## src/design/dsr_pkg.sv

```systemverilog
// constants and types shared by the debug status register logic
package dsr_pkg;

    ////////////////////////////////////////////////////////////////////////
    // register map, reached by the debug register read and write commands
    localparam logic [17:0] DSR_ADDR_STATUS = 18'h3FF01; // debug_status
    localparam logic [17:0] DSR_ADDR_SAVED  = 18'h3FF06; // saved flags

    ////////////////////////////////////////////////////////////////////////
    // field positions inside debug_status
    localparam int DSR_BIT_ENABLE = 7; // debug_enable_flag
    localparam int DSR_BIT_ACTIVE = 6; // debug_active_flag
    localparam int DSR_BIT_SHIFT  = 4; // shift_done_flag
    localparam int DSR_BIT_STEP   = 3; // single step executing
    localparam int DSR_BIT_UNLOCK = 1; // unlocked_flag

    // implemented bits; bits 5, 2 and 0 are not among them
    localparam logic [7:0] DSR_STATUS_MASK = 8'hDA;

    ////////////////////////////////////////////////////////////////////////
    // reset and load values
    localparam logic [7:0] DSR_SAVED_SPECIAL = 8'hD8; // special single chip
    localparam logic [7:0] DSR_SAVED_OTHER   = 8'h00; // all other modes
    localparam logic [7:0] DSR_BYTE_ZERO     = 8'h00; // refused or unmapped

    ////////////////////////////////////////////////////////////////////////
    // timing: last settle count; the strap gets four cycles, the synchroniser needs two
    localparam logic [1:0] DSR_SETTLE_CYCLES = 2'h3;
    localparam logic [1:0] DSR_SETTLE_ONE    = 2'h1;

    ////////////////////////////////////////////////////////////////////////
    // who issues a register access
    typedef enum logic [1:0] {
        DSR_SRC_HW_CMD = 2'b00, // hardware command from the host
        DSR_SRC_STD_FW = 2'b01, // standard debug firmware
        DSR_SRC_SEC_FW = 2'b10, // secure debug firmware
        DSR_SRC_NONE   = 2'b11  // no source, writes ignored
    } dsr_src_t;

    // start-up sequence
    typedef enum logic [1:0] {
        DSR_ST_SETTLE = 2'b00, // let the strap pass the synchroniser
        DSR_ST_INIT   = 2'b01, // load mode dependent values
        DSR_ST_ERASE  = 2'b10, // secured: wait for erase verify
        DSR_ST_RUN    = 2'b11  // normal operation
    } dsr_state_t;

endpackage : dsr_pkg

```

## src/design/dsr_status_regs.sv

```systemverilog
// debug status register, saved flags register and their hardware updates
`timescale 1ns/100ps
`default_nettype none

module dsr_status_regs
    import dsr_pkg::*;
(
    input  wire logic       clk_in,              // 25 MHz system clock
    input  wire logic       rst_n_in,            // async reset, active low
    input  wire logic       mode_pin_in,         // strap: 1 special mode
    input  wire logic       secured_in,          // part is secured
    input  wire logic       sec_byte_unlocked_flag_in,   // security byte unsecure
    input  wire logic       erase_done_in,       // erase verify finished
    input  wire logic       flash_erased_in,     // erase verify passed
    input  wire logic       reg_wr_in,           // register write strobe
    input  wire logic       reg_rd_in,           // register read strobe
    input  wire logic [17:0] reg_addr_in,        // global register address
    input  wire logic [7:0] reg_wdata_in,        // write data
    input  wire logic [1:0] reg_src_in,          // access source
    input  wire logic       exit_seq_in,         // firmware exit sequence
    input  wire logic       entry_req_in,        // request to enter debug
    input  wire logic [7:0] cpu_flags_in,        // cpu condition code
    input  wire logic       cmd_received_in,     // next command received
    input  wire logic       data_shifted_in,     // data phase finished
    input  wire logic       step_cmd_in,         // single step recognised
    input  wire logic       resume_cmd_in,       // resume or resume-until
    output var  logic [7:0] reg_rdata_out,       // read data
    output var  logic       reg_ack_out,         // access answered pulse
    output var  logic       debug_enable_out,    // debug_enable_flag
    output var  logic       debug_active_out,    // debug_active_flag
    output var  logic       shift_done_out,      // shift_done_flag
    output var  logic       single_step_out,     // single step executing
    output var  logic       unlocked_out,        // unlocked_flag
    output var  logic [7:0] saved_flags_out,     // saved_flags_register
    output var  logic       std_table_out,       // standard table mapped
    output var  logic       sec_table_out,       // secure table mapped
    output var  logic       fw_cmds_ok_out,      // firmware cmds allowed
    output var  logic       security_off_out,    // part acts unsecured
    output var  logic       entry_refused_out,   // entry ignored pulse
    output var  logic       special_mode_out,    // captured mode
    output var  logic       ready_out            // start-up finished
);

    ////////////////////////////////////////////////////////////////////////
    // helpers

    // register access is open when the part is not secured or is unlocked
    function automatic logic access_ok(input logic secured,
                                       input logic unlocked);
        access_ok = !secured || unlocked;
    endfunction : access_ok

    // pack the status byte; unused bits always zero
    function automatic logic [7:0] pack_status(input logic en,
                                               input logic act,
                                               input logic sd,
                                               input logic st,
                                               input logic un);
        logic [7:0] b;
        b = DSR_BYTE_ZERO;
        b[DSR_BIT_ENABLE] = en;
        b[DSR_BIT_ACTIVE] = act;
        b[DSR_BIT_SHIFT]  = sd;
        b[DSR_BIT_STEP]   = st;
        b[DSR_BIT_UNLOCK] = un;
        pack_status = b & DSR_STATUS_MASK;
    endfunction : pack_status

    ////////////////////////////////////////////////////////////////////////
    // mode strap synchroniser
    logic mode_sync; // strap level in the clock domain

    dsr_sync u_mode_sync (
        .clk_in    (clk_in),
        .rst_n_in  (rst_n_in),
        .level_in  (mode_pin_in),
        .level_out (mode_sync)
    );

    ////////////////////////////////////////////////////////////////////////
    // state
    dsr_state_t state;         // start-up sequence
    dsr_state_t next_state;    // next sequence state
    logic [1:0] settle;        // strap settle count
    logic [1:0] next_settle;
    logic       next_special;
    logic       next_enable;
    logic       next_active;
    logic       next_shift;
    logic       next_step;
    logic       next_unlocked;
    logic       next_sec_table;
    logic [7:0] next_saved;
    logic       next_std_table;
    logic       next_fw_ok;
    logic       next_sec_off;
    logic       next_refused;
    logic       next_ack;
    logic [7:0] next_rdata;
    logic       next_ready;

    // decoded access, from the current flag values
    dsr_src_t   src;           // access source
    logic       open_now;      // access allowed this cycle
    logic       hit_status;    // address is debug_status
    logic       hit_saved;     // address is saved flags
    logic       sec_fw_write;  // secure firmware may write unlocked
    logic       exit_store;    // firmware store clearing active

    always_comb begin
        src          = dsr_src_t'(reg_src_in);
        open_now     = access_ok(secured_in, unlocked_out);
        hit_status   = (reg_addr_in == DSR_ADDR_STATUS);
        hit_saved    = (reg_addr_in == DSR_ADDR_SAVED);
        sec_fw_write = secured_in && special_mode_out
                       && (src == DSR_SRC_SEC_FW);
        // only the standard firmware in its exit sequence may clear it
        exit_store   = reg_wr_in && hit_status && open_now
                       && (src == DSR_SRC_STD_FW) && exit_seq_in
                       && !reg_wdata_in[DSR_BIT_ACTIVE];
    end

    ////////////////////////////////////////////////////////////////////////
    // next values of every flag and of the bus answer
    always_comb begin
        next_state     = state;
        next_settle    = settle;
        next_special   = special_mode_out;
        next_enable    = debug_enable_out;
        next_active    = debug_active_out;
        next_shift     = shift_done_out;
        next_step      = single_step_out;
        next_unlocked  = unlocked_out;
        next_sec_table = sec_table_out;
        next_saved     = saved_flags_out;
        next_rdata     = reg_rdata_out;
        next_refused   = 1'b0;
        next_ack       = 1'b0;
        next_ready     = ready_out;

        unique case (state)
            // strap needs two clocks through the synchroniser
            DSR_ST_SETTLE: begin
                if (settle == DSR_SETTLE_CYCLES) begin
                    next_state = DSR_ST_INIT;
                end else begin
                    next_settle = settle + DSR_SETTLE_ONE;
                end
            end
            // mode dependent values, loaded after release, never at reset
            DSR_ST_INIT: begin
                next_special = mode_sync;
                if (mode_sync) begin
                    next_active = 1'b1;
                    next_saved  = DSR_SAVED_SPECIAL;
                    if (secured_in) begin
                        next_sec_table = 1'b1;
                        next_unlocked  = 1'b0;
                        next_state     = DSR_ST_ERASE;
                    end else begin
                        next_enable = 1'b1;
                        next_ready  = 1'b1;
                        next_state  = DSR_ST_RUN;
                    end
                end else begin
                    next_saved = DSR_SAVED_OTHER;
                    next_ready = 1'b1;
                    next_state = DSR_ST_RUN;
                end
            end
            // enable waits for the erase verify to finish
            DSR_ST_ERASE: begin
                if (erase_done_in) begin
                    next_enable = 1'b1;
                    if (flash_erased_in) begin
                        next_unlocked  = 1'b1;
                        next_sec_table = 1'b0;
                    end
                    next_ready = 1'b1;
                    next_state = DSR_ST_RUN;
                end
            end
            DSR_ST_RUN: begin
                next_state = DSR_ST_RUN;
            end
        endcase

        // register writes, only once start-up values are in place
        if (state[1] && reg_wr_in) begin
            next_ack = 1'b1;
            if (hit_status && open_now && (src != DSR_SRC_NONE)) begin
                next_enable = reg_wdata_in[DSR_BIT_ENABLE];
                next_shift  = reg_wdata_in[DSR_BIT_SHIFT];
                next_step   = reg_wdata_in[DSR_BIT_STEP];
            end
            if (hit_status && secured_in) begin
                // while secured the flag belongs to the secure firmware
                if (sec_fw_write) begin
                    next_unlocked = reg_wdata_in[DSR_BIT_UNLOCK];
                    if (reg_wdata_in[DSR_BIT_UNLOCK]) begin
                        next_sec_table = 1'b0;
                    end
                end
            end else if (hit_status && (src != DSR_SRC_NONE)) begin
                next_unlocked = reg_wdata_in[DSR_BIT_UNLOCK];
            end
            if (hit_saved && open_now && (src != DSR_SRC_NONE)) begin
                next_saved = reg_wdata_in;
            end
        end

        // exit from debug: memory leaves the map, data phase forgotten
        if (state[1] && exit_store) begin
            next_active = 1'b0;
            next_shift  = 1'b0;
        end

        // hardware events after writes, so they beat writes; among events a set beats a clear
        if (state[1]) begin
            if (cmd_received_in) begin
                next_shift = 1'b0;
            end
            if (data_shifted_in) begin
                next_shift = 1'b1;
            end
            if (resume_cmd_in) begin
                next_step = 1'b0;
            end
            if (step_cmd_in && debug_active_out) begin
                next_step = 1'b1;
            end
            // entry is refused while disabled, not merely delayed
            if (entry_req_in) begin
                if (!debug_enable_out) begin
                    next_refused = 1'b1;
                end else if (!debug_active_out) begin
                    next_active = 1'b1;
                    next_saved  = cpu_flags_in;
                end
            end
        end

        // reads: refused while secured and not unlocked, unmapped addresses read zero
        if (state[1] && reg_rd_in) begin
            next_ack = 1'b1;
            if (!open_now) begin
                next_rdata = DSR_BYTE_ZERO;
            end else if (hit_status) begin
                next_rdata = pack_status(debug_enable_out,
                                         debug_active_out,
                                         shift_done_out,
                                         single_step_out,
                                         unlocked_out);
            end else if (hit_saved) begin
                next_rdata = saved_flags_out;
            end else begin
                next_rdata = DSR_BYTE_ZERO;
            end
        end

        // map and permission outputs follow the new flag values
        next_std_table = next_active && !next_sec_table;
        next_fw_ok     = next_std_table
                         && access_ok(secured_in, next_unlocked);
        // with an unsecure security byte the flag changes nothing
        next_sec_off   = sec_byte_unlocked_flag_in || next_unlocked;
    end

    ////////////////////////////////////////////////////////////////////////
    // registers; reset takes constants, mode values load in init
    always_ff @(posedge clk_in or negedge rst_n_in) begin
        if (!rst_n_in) begin
            state             <= DSR_ST_SETTLE;
            settle            <= 2'h0;
            special_mode_out  <= 1'b0;
            debug_enable_out  <= 1'b0;
            debug_active_out  <= 1'b0;
            shift_done_out    <= 1'b0;
            single_step_out   <= 1'b0;
            unlocked_out      <= 1'b0;
            sec_table_out     <= 1'b0;
            saved_flags_out   <= DSR_SAVED_OTHER;
            std_table_out     <= 1'b0;
            fw_cmds_ok_out    <= 1'b0;
            security_off_out  <= 1'b0;
            entry_refused_out <= 1'b0;
            reg_ack_out       <= 1'b0;
            reg_rdata_out     <= DSR_BYTE_ZERO;
            ready_out         <= 1'b0;
        end else begin
            state             <= next_state;
            settle            <= next_settle;
            special_mode_out  <= next_special;
            debug_enable_out  <= next_enable;
            debug_active_out  <= next_active;
            shift_done_out    <= next_shift;
            single_step_out   <= next_step;
            unlocked_out      <= next_unlocked;
            sec_table_out     <= next_sec_table;
            saved_flags_out   <= next_saved;
            std_table_out     <= next_std_table;
            fw_cmds_ok_out    <= next_fw_ok;
            security_off_out  <= next_sec_off;
            entry_refused_out <= next_refused;
            reg_ack_out       <= next_ack;
            reg_rdata_out     <= next_rdata;
            ready_out         <= next_ready;
        end
    end

endmodule : dsr_status_regs

`default_nettype wire

```

## src/design/dsr_sync.sv

```systemverilog
// two flip-flop synchroniser for a level from outside the clock domain
`timescale 1ns/100ps
`default_nettype none

module dsr_sync (
    input  wire logic clk_in,    // system clock
    input  wire logic rst_n_in,  // async reset, active low
    input  wire logic level_in,  // asynchronous level
    output var  logic level_out  // level in the clock domain
);

    ////////////////////////////////////////////////////////////////////////
    logic meta;       // first stage, read only by the second
    logic next_meta;  // next first stage
    logic next_level; // next second stage

    // first stage feeds only the second stage
    always_comb begin
        next_meta  = level_in;
        next_level = meta;
    end

    // both stages clear on reset
    always_ff @(posedge clk_in or negedge rst_n_in) begin
        if (!rst_n_in) begin
            meta      <= 1'b0;
            level_out <= 1'b0;
        end else begin
            meta      <= next_meta;
            level_out <= next_level;
        end
    end

endmodule : dsr_sync

`default_nettype wire

```

## config.mk

```make
export PLATFORM = sky130hd
export DESIGN_NAME = dsr_status_regs
export DESIGN_NICKNAME = d
export VERILOG_FILES = /design/src/design/dsr_pkg.sv /design/src/design/dsr_status_regs.sv /design/src/design/dsr_sync.sv
export SDC_FILE = /design/constraint.sdc
export NUM_CORES = 1
export LEC_CHECK = 0
export BUFFER_PORTS_ARGS = -buffer_cell sky130_fd_sc_hd__buf_2
export CORE_AREA = 4 4 71 73
export CTS_CLUSTER_SIZE = 12
export DETAILED_ROUTE_END_ITERATION = 10
export DIE_AREA = 0 0 75 77
export PLACE_DENSITY_LB_ADDON = 0.25
export REMOVE_ABC_BUFFERS = 1
export SLEW_MARGIN = 20
export SYNTH_ARGS = -nofsm -noshare
export SYNTH_HDL_FRONTEND = slang
export SYNTH_HIERARCHICAL = 1
export SYNTH_SLANG_ARGS = --single-unit
```

## constraint.sdc

```tcl
create_clock -name clk_in -period 1.7 [get_ports clk_in]
set_input_delay 0 -clock clk_in [delete_from_list [all_inputs] [get_ports clk_in]]
set_output_delay 0 -clock clk_in [all_outputs]
set_load 0.01 [all_outputs]
```

-- Yosys cells after proc, flatten, opt, wreduce, memory -nomap -nowiden
Cells that the tools add are included.
- output and inout bits: 29
- bits in registers: 35
- input bits: 51
- word-level logic and storage cells: 130
- multiplexer cells: 67
- $add $sub $neg: 1
- bitwise gates (word level): 1
- equal/unequal tests: 12
- reduce and logical (&&, ||, !) cells: 30
- operators by type and width (kind ; count):
    $mux 8 ; 11
    $mux 1 ; 48
    $eq 18x18->1 const B ; 2
    $logic_and 1x1->1 ; 19
    $eq 2x2->1 const B ; 4
    $pmux 1 s2 ; 4
    $pmux 2 s4 ; 1
    $mux 2 ; 3
    $ne 2x2->1 const B ; 3
    $eq 2x1->1 const B ; 2
    $reduce_and 2->1 ; 2
    $logic_not 1->1 ; 3
    $logic_or 1x1->1 ; 3
    $ne 3x3->1 const B ; 1
    $reduce_and 3->1 ; 1
    $add 2x1->2 const B ; 1
    $logic_not 2->1 ; 1
    $reduce_bool 2->1 ; 1
    $not 1->1 ; 1

-- Depth between registers and ports, before layout
- depth in word-level cells: 14
- mapped depth: 8

-- By module
Netlist, hierarchy kept.
- modules (own cells, without submodules) (module ; sequential area each (sq um) ; times used ; cells an instance ; area an instance (sq um)):
    dsr_status_regs ; 825.8 ; 1 ; 174 ; 1766.7
    dsr_sync ; 50.0 ; 1 ; 2 ; 50.0

-- Worst setup path before layout
Ideal clock, no wire load.
- kind: register to register
- start point: register state[1]
- end point: register fw_cmds_ok_out
- setup slack: -149 ps
- cell stages (with the launch flop): 9
- arrival: 1711 ps
- required time: 1562 ps
- buffers on the path: 1
- cell sequence: dfrtp_1 > clkbuf_1 > inv_1 > ha_1 > and3_1 > o21ai_0 > nand2_1 > mux2i_1 > a211oi_1
- word-level cells in the longest chain between the ends: 9
- RTL lines (element ; line ; text):
    start: declaration ; dsr_status_regs.sv:82 ; dsr_state_t state;
    start signal: assignment ; dsr_status_regs.sv:291 ; state <= next_state;
    $eq 2x2->1 or $eq 2x1->1 (tied branches) ; dsr_status_regs.sv:141 ; unique case (state)
    $pmux 1 s2 or $mux 1 (tied branches) ; dsr_status_regs.sv:141 ;
    $mux 1 (on tied branches) ; dsr_status_regs.sv:200, dsr_status_regs.sv:213 ;
    $mux 1 (on tied branches) ; dsr_status_regs.sv:198, dsr_status_regs.sv:236 ;
    $mux 1 (on tied branches) ; dsr_status_regs.sv:196, dsr_status_regs.sv:234 ;
    $mux 1 (on tied branches) ; dsr_status_regs.sv:189, dsr_status_regs.sv:233 ;
    $logic_not 1->1 or $mux 1 (tied branches) ; dsr_status_regs.sv:262, dsr_status_regs.sv:219 ;
    $logic_and 1x1->1 ; dsr_status_regs.sv:262 ; next_std_table = next_active && !next_sec_table;
    $logic_and 1x1->1 * ; dsr_status_regs.sv:264 ; && access_ok(secured_in, next_unlocked);
    via next_fw_ok ; dsr_status_regs.sv:95 ; logic next_fw_ok;
    end signal: assignment ; dsr_status_regs.sv:302 ; fw_cmds_ok_out <= next_fw_ok;
    end: declaration ; dsr_status_regs.sv:37 ; output var logic fw_cmds_ok_out,
Mark *: on every way through the listed nets, which the timed path passes. The rest lies on a longest branch.
A chain may end at the register's enable or synchronous reset.

-- Final worst setup path
- start point: register state[1]
- end point: register single_step_out
- word-level cells in the longest chain between the ends: 5
- RTL lines (element ; line ; text):
    $logic_and 1x1->1 ; dsr_status_regs.sv:189 ; if (state[1] && reg_wr_in) begin
    $mux 1 ; dsr_status_regs.sv:189 ;
    $mux 1 ; dsr_status_regs.sv:226 ; if (resume_cmd_in) begin
    $mux 1 ; dsr_status_regs.sv:229 ; if (step_cmd_in && debug_active_out) begin
    $mux 1 * ; dsr_status_regs.sv:219 ; if (state[1]) begin
    via next_step ; dsr_status_regs.sv:90 ; logic next_step;
    end signal: assignment ; dsr_status_regs.sv:297 ; single_step_out <= next_step;
    end: declaration ; dsr_status_regs.sv:32 ; output var logic single_step_out,
Marks and branches as above.

==> reports/qor.txt <==
Worst-case reg-to-reg path depth: 6
Leak Pwr: 1.437 nW
Final WL: 5187 um
Crit start category: flop
Antenna cells: 0
Routed vias/inst: 5.037
R2r endpoint: single_step_out
Final period utilization: 95.32%
Clk sink count: 35
Critical path class: reg2reg
Fmax: 0.6171 GHz
Max IR drop VDD: 913.1 uV
Sequential share of the synthesized area: 48.21%
Layout cells sized above 1: 40.07%
Die area: 0.005775 sq mm
Fillers: 394
Clk Latency, worst-skew pair: 0.29 ns
Clk_skew: 0.004629 ns
Cell Chain, Critical Path: buf_4 > nand2_1 > a21oi_2 > nand4_1 > mux2_2 > a32o_1
Final antenna-violating net count: 0
Die Ht: 77 um
Hold_sp: reg_wdata_in[2]
Cell type with the largest total area after synthesis: dfrtp_1
Die W: 75 um
Largest net degree at the start of global routing: 36
Synth top area cells: dfrtp_1 (48%), nand2_1 (5.2%), mux2i_1 (5.0%)
Number of global-route vias before repair: 1,668
Deepest clock path buffer count: 2
DRC: 0
Antenna violations before repair: 0
DP HPWL: 3966 um
Area grow syn2layout: 48.55%
Detailed Routing Iterations Pass 1: 4
Util after Layout: 61.98%
Row Count: 24
CP required: 1.88 ns
Core area: 0.004354 sq mm
IO Pins: 80
Ys flop type: dfrtp_1
H-tree Lvls: 2
Final Max Tran Viols: 0
Fraction of registers with async set/reset: 100.0%
Syn Area/Cell: 10.32 sq um
Initial Utilization: 41.72%
Reg clk slew, reported paths: 0.07 ns
Critical-path top delay cell: dfrtp_1
Wire length per cell: 14.86 um
Status: finished clean
Max incr delay on CP: 0.35 ns
Yosys cell types: 40
Final hold viol count: 0
Post-Syn Area: 0.001817 sq mm
Maxcap violations: 0
Grt ovf: 0
GP Congestion: 0.8181
RR Startpoint: state[1]
Top cells by count, synth: dfrtp_1 (35), nand2_1 (25), o21ai_0 (18)
Overall global routing resource usage: 18.08%
Setup Fix Bufs, Post-CTS: 0
RSZ-0062 raised after global routing: yes
Worst Path Max Fanout: 5
Least-Margin Pin Slew: 0.7729 ns
Initial DRC Count: 82
FF+latch count, synth: 35
HP Class: in2reg
Hold path cells: 3
Worst rel slew slack: 48.48%
Final net count: 354
EDFF count, synth: 0
WHS Endpoint: saved_flags_out[2]
First-pass GRT wire length: 7872 um
Worst reg-to-reg setup slack: 0.08 ns
Vias: 1,758
Worst path arrival time: 1.80 ns
Setup violations, final: 0
Post-synth top area share: 48.21%
Critical Path Sink Type: flop
Post-Synthesis Cells: 176
Root buf cell: clkbuf_8
Num CTS Buffers: 5
# port buffers: 79
CTS tree: done
Min cycle time layout: 1.620 ns
Total negative slack: 0 ns
Synth Warn #: 6
PD cells: 760.0 mW/mm^2
Most frequent cell after synthesis: dfrtp_1
## repair_timing
| action | 4_1_cts | 5_1_grt |
|---|---|---|
| gates resized for setup | 0 | 5 |
| hold endpoints to repair | 51 | 0 |
| setup endpoints to repair | 0 | 7 |
| hold buffers | 19 | 0 |
## cells by family after synthesis
logic type / synth area share, %
compound gates: 15.63
xor+xnor: 0.4822
fa+ha+maj: 4.132
buf+inv: 3.099
flops: 48.21
mux: 6.818
simple gates: 21.62
## how the worst max path moves through the flow
stage	start	to	slack (ns)	cells after the start
final	state[1]	single_step_out	0.08	6
after CTS	state[1]	security_off_out	0.02	8
after floorplan	state[1]	fw_cmds_ok_out	-0.09	7
after global routing	state[1]	single_step_out	-0.03	6
after detailed placement	reg_addr_in[4]	reg_rdata_out[4]	-0.19	7
after global placement	reg_addr_in[4]	reg_rdata_out[6]	-0.17	7
## layout make-up
class | count | area, sq um | share of cell area, %
multi-input combinational | 126 | 897.1 | 33.24
sequential | 35 | 875.8 | 32.45
timing repair buffer | 117 | 728.2 | 26.98
clock buffer | 6 | 82.58 | 3.060
tap | 52 | 65.06 | 2.411
inverter | 12 | 45.04 | 1.669
clock inverter | 1 | 5.005 | 0.1854
## worst max-delay path, delay by kind of cell (launching register included)
family                 cells  cell delay, ns
DFF                        1            0.35
AOI/OAI and AO/OA          2            0.36
muxes                      1            0.33
buffers and inverters      1            0.14
and+or+nand+nor            2            0.34
## sequential cells by signal, indices dropped and copies added, names as in the netlist, 2 cells and up
signal / cells
state: 2
saved_flags_out: 8
reg_rdata_out: 8
settle: 2
## cell usage in the layout, fill, tap and decap left out, types with 2 or more instances in the layout
cell / Yosys / final
and4_1: 2 / 2
nor2_1: 6 / 6
dfrtp_1: 35 / 35
nand2_1: 25 / 25
dlygate4sd3_1: 0 / 19
nor3b_1: 3 / 3
inv_1: 12 / 11
a21boi_0: 2 / 2
buf_2: 0 / 79
o21ai_0: 18 / 17
nor2b_1: 8 / 8
nand3_1: 2 / 2
mux2i_1: 9 / 8
ha_1: 6 / 6
mux2_2: 3 / 3
buf_4: 0 / 19
a22o_1: 4 / 4
nand4_1: 2 / 2
clkbuf_8: 0 / 6
nand2b_1: 2 / 2
a21oi_1: 6 / 5
a22oi_1: 6 / 6
## per-stage QoR
stage	worst slack, ns	hold WS, ns	cell area [sq um]	std cells	power (mW)
after CTS	0.02342	0.008777	2686	349	2.061
after global routing	-0.02785	0.03386	2699	349	2.165
after floorplan	-0.09290	-0.2956	1805	173	1.141
final	0.07959	0.02034	2699	349	2.051
after detailed placement	-0.1945	0.1103	2409	323	1.408
after global placement	-0.1662	0.1085	2409	323	1.401
## per-layer routing
| metal | routed length [um] | track usage (%) | vias up |
|---|---|---|---|
| li1 | - | - | 875 |
| met2 | 2570 | 29.79 | 56 |
| met1 | 2212 | 21.84 | 818 |
| met3 | 312 | 6.013 | 9 |
| met5 | 0 | 0 | - |
| met4 | 91 | 5.694 | 0 |
## report_power, final
group / switching [mW] / internal [mW]
Combinational: 0.254 / 0.273
Sequential: 0.0288 / 0.883
Clock: 0.295 / 0.318
Total: 0.578 / 1.47
Note: power is estimated with default switching activity, not from simulation.
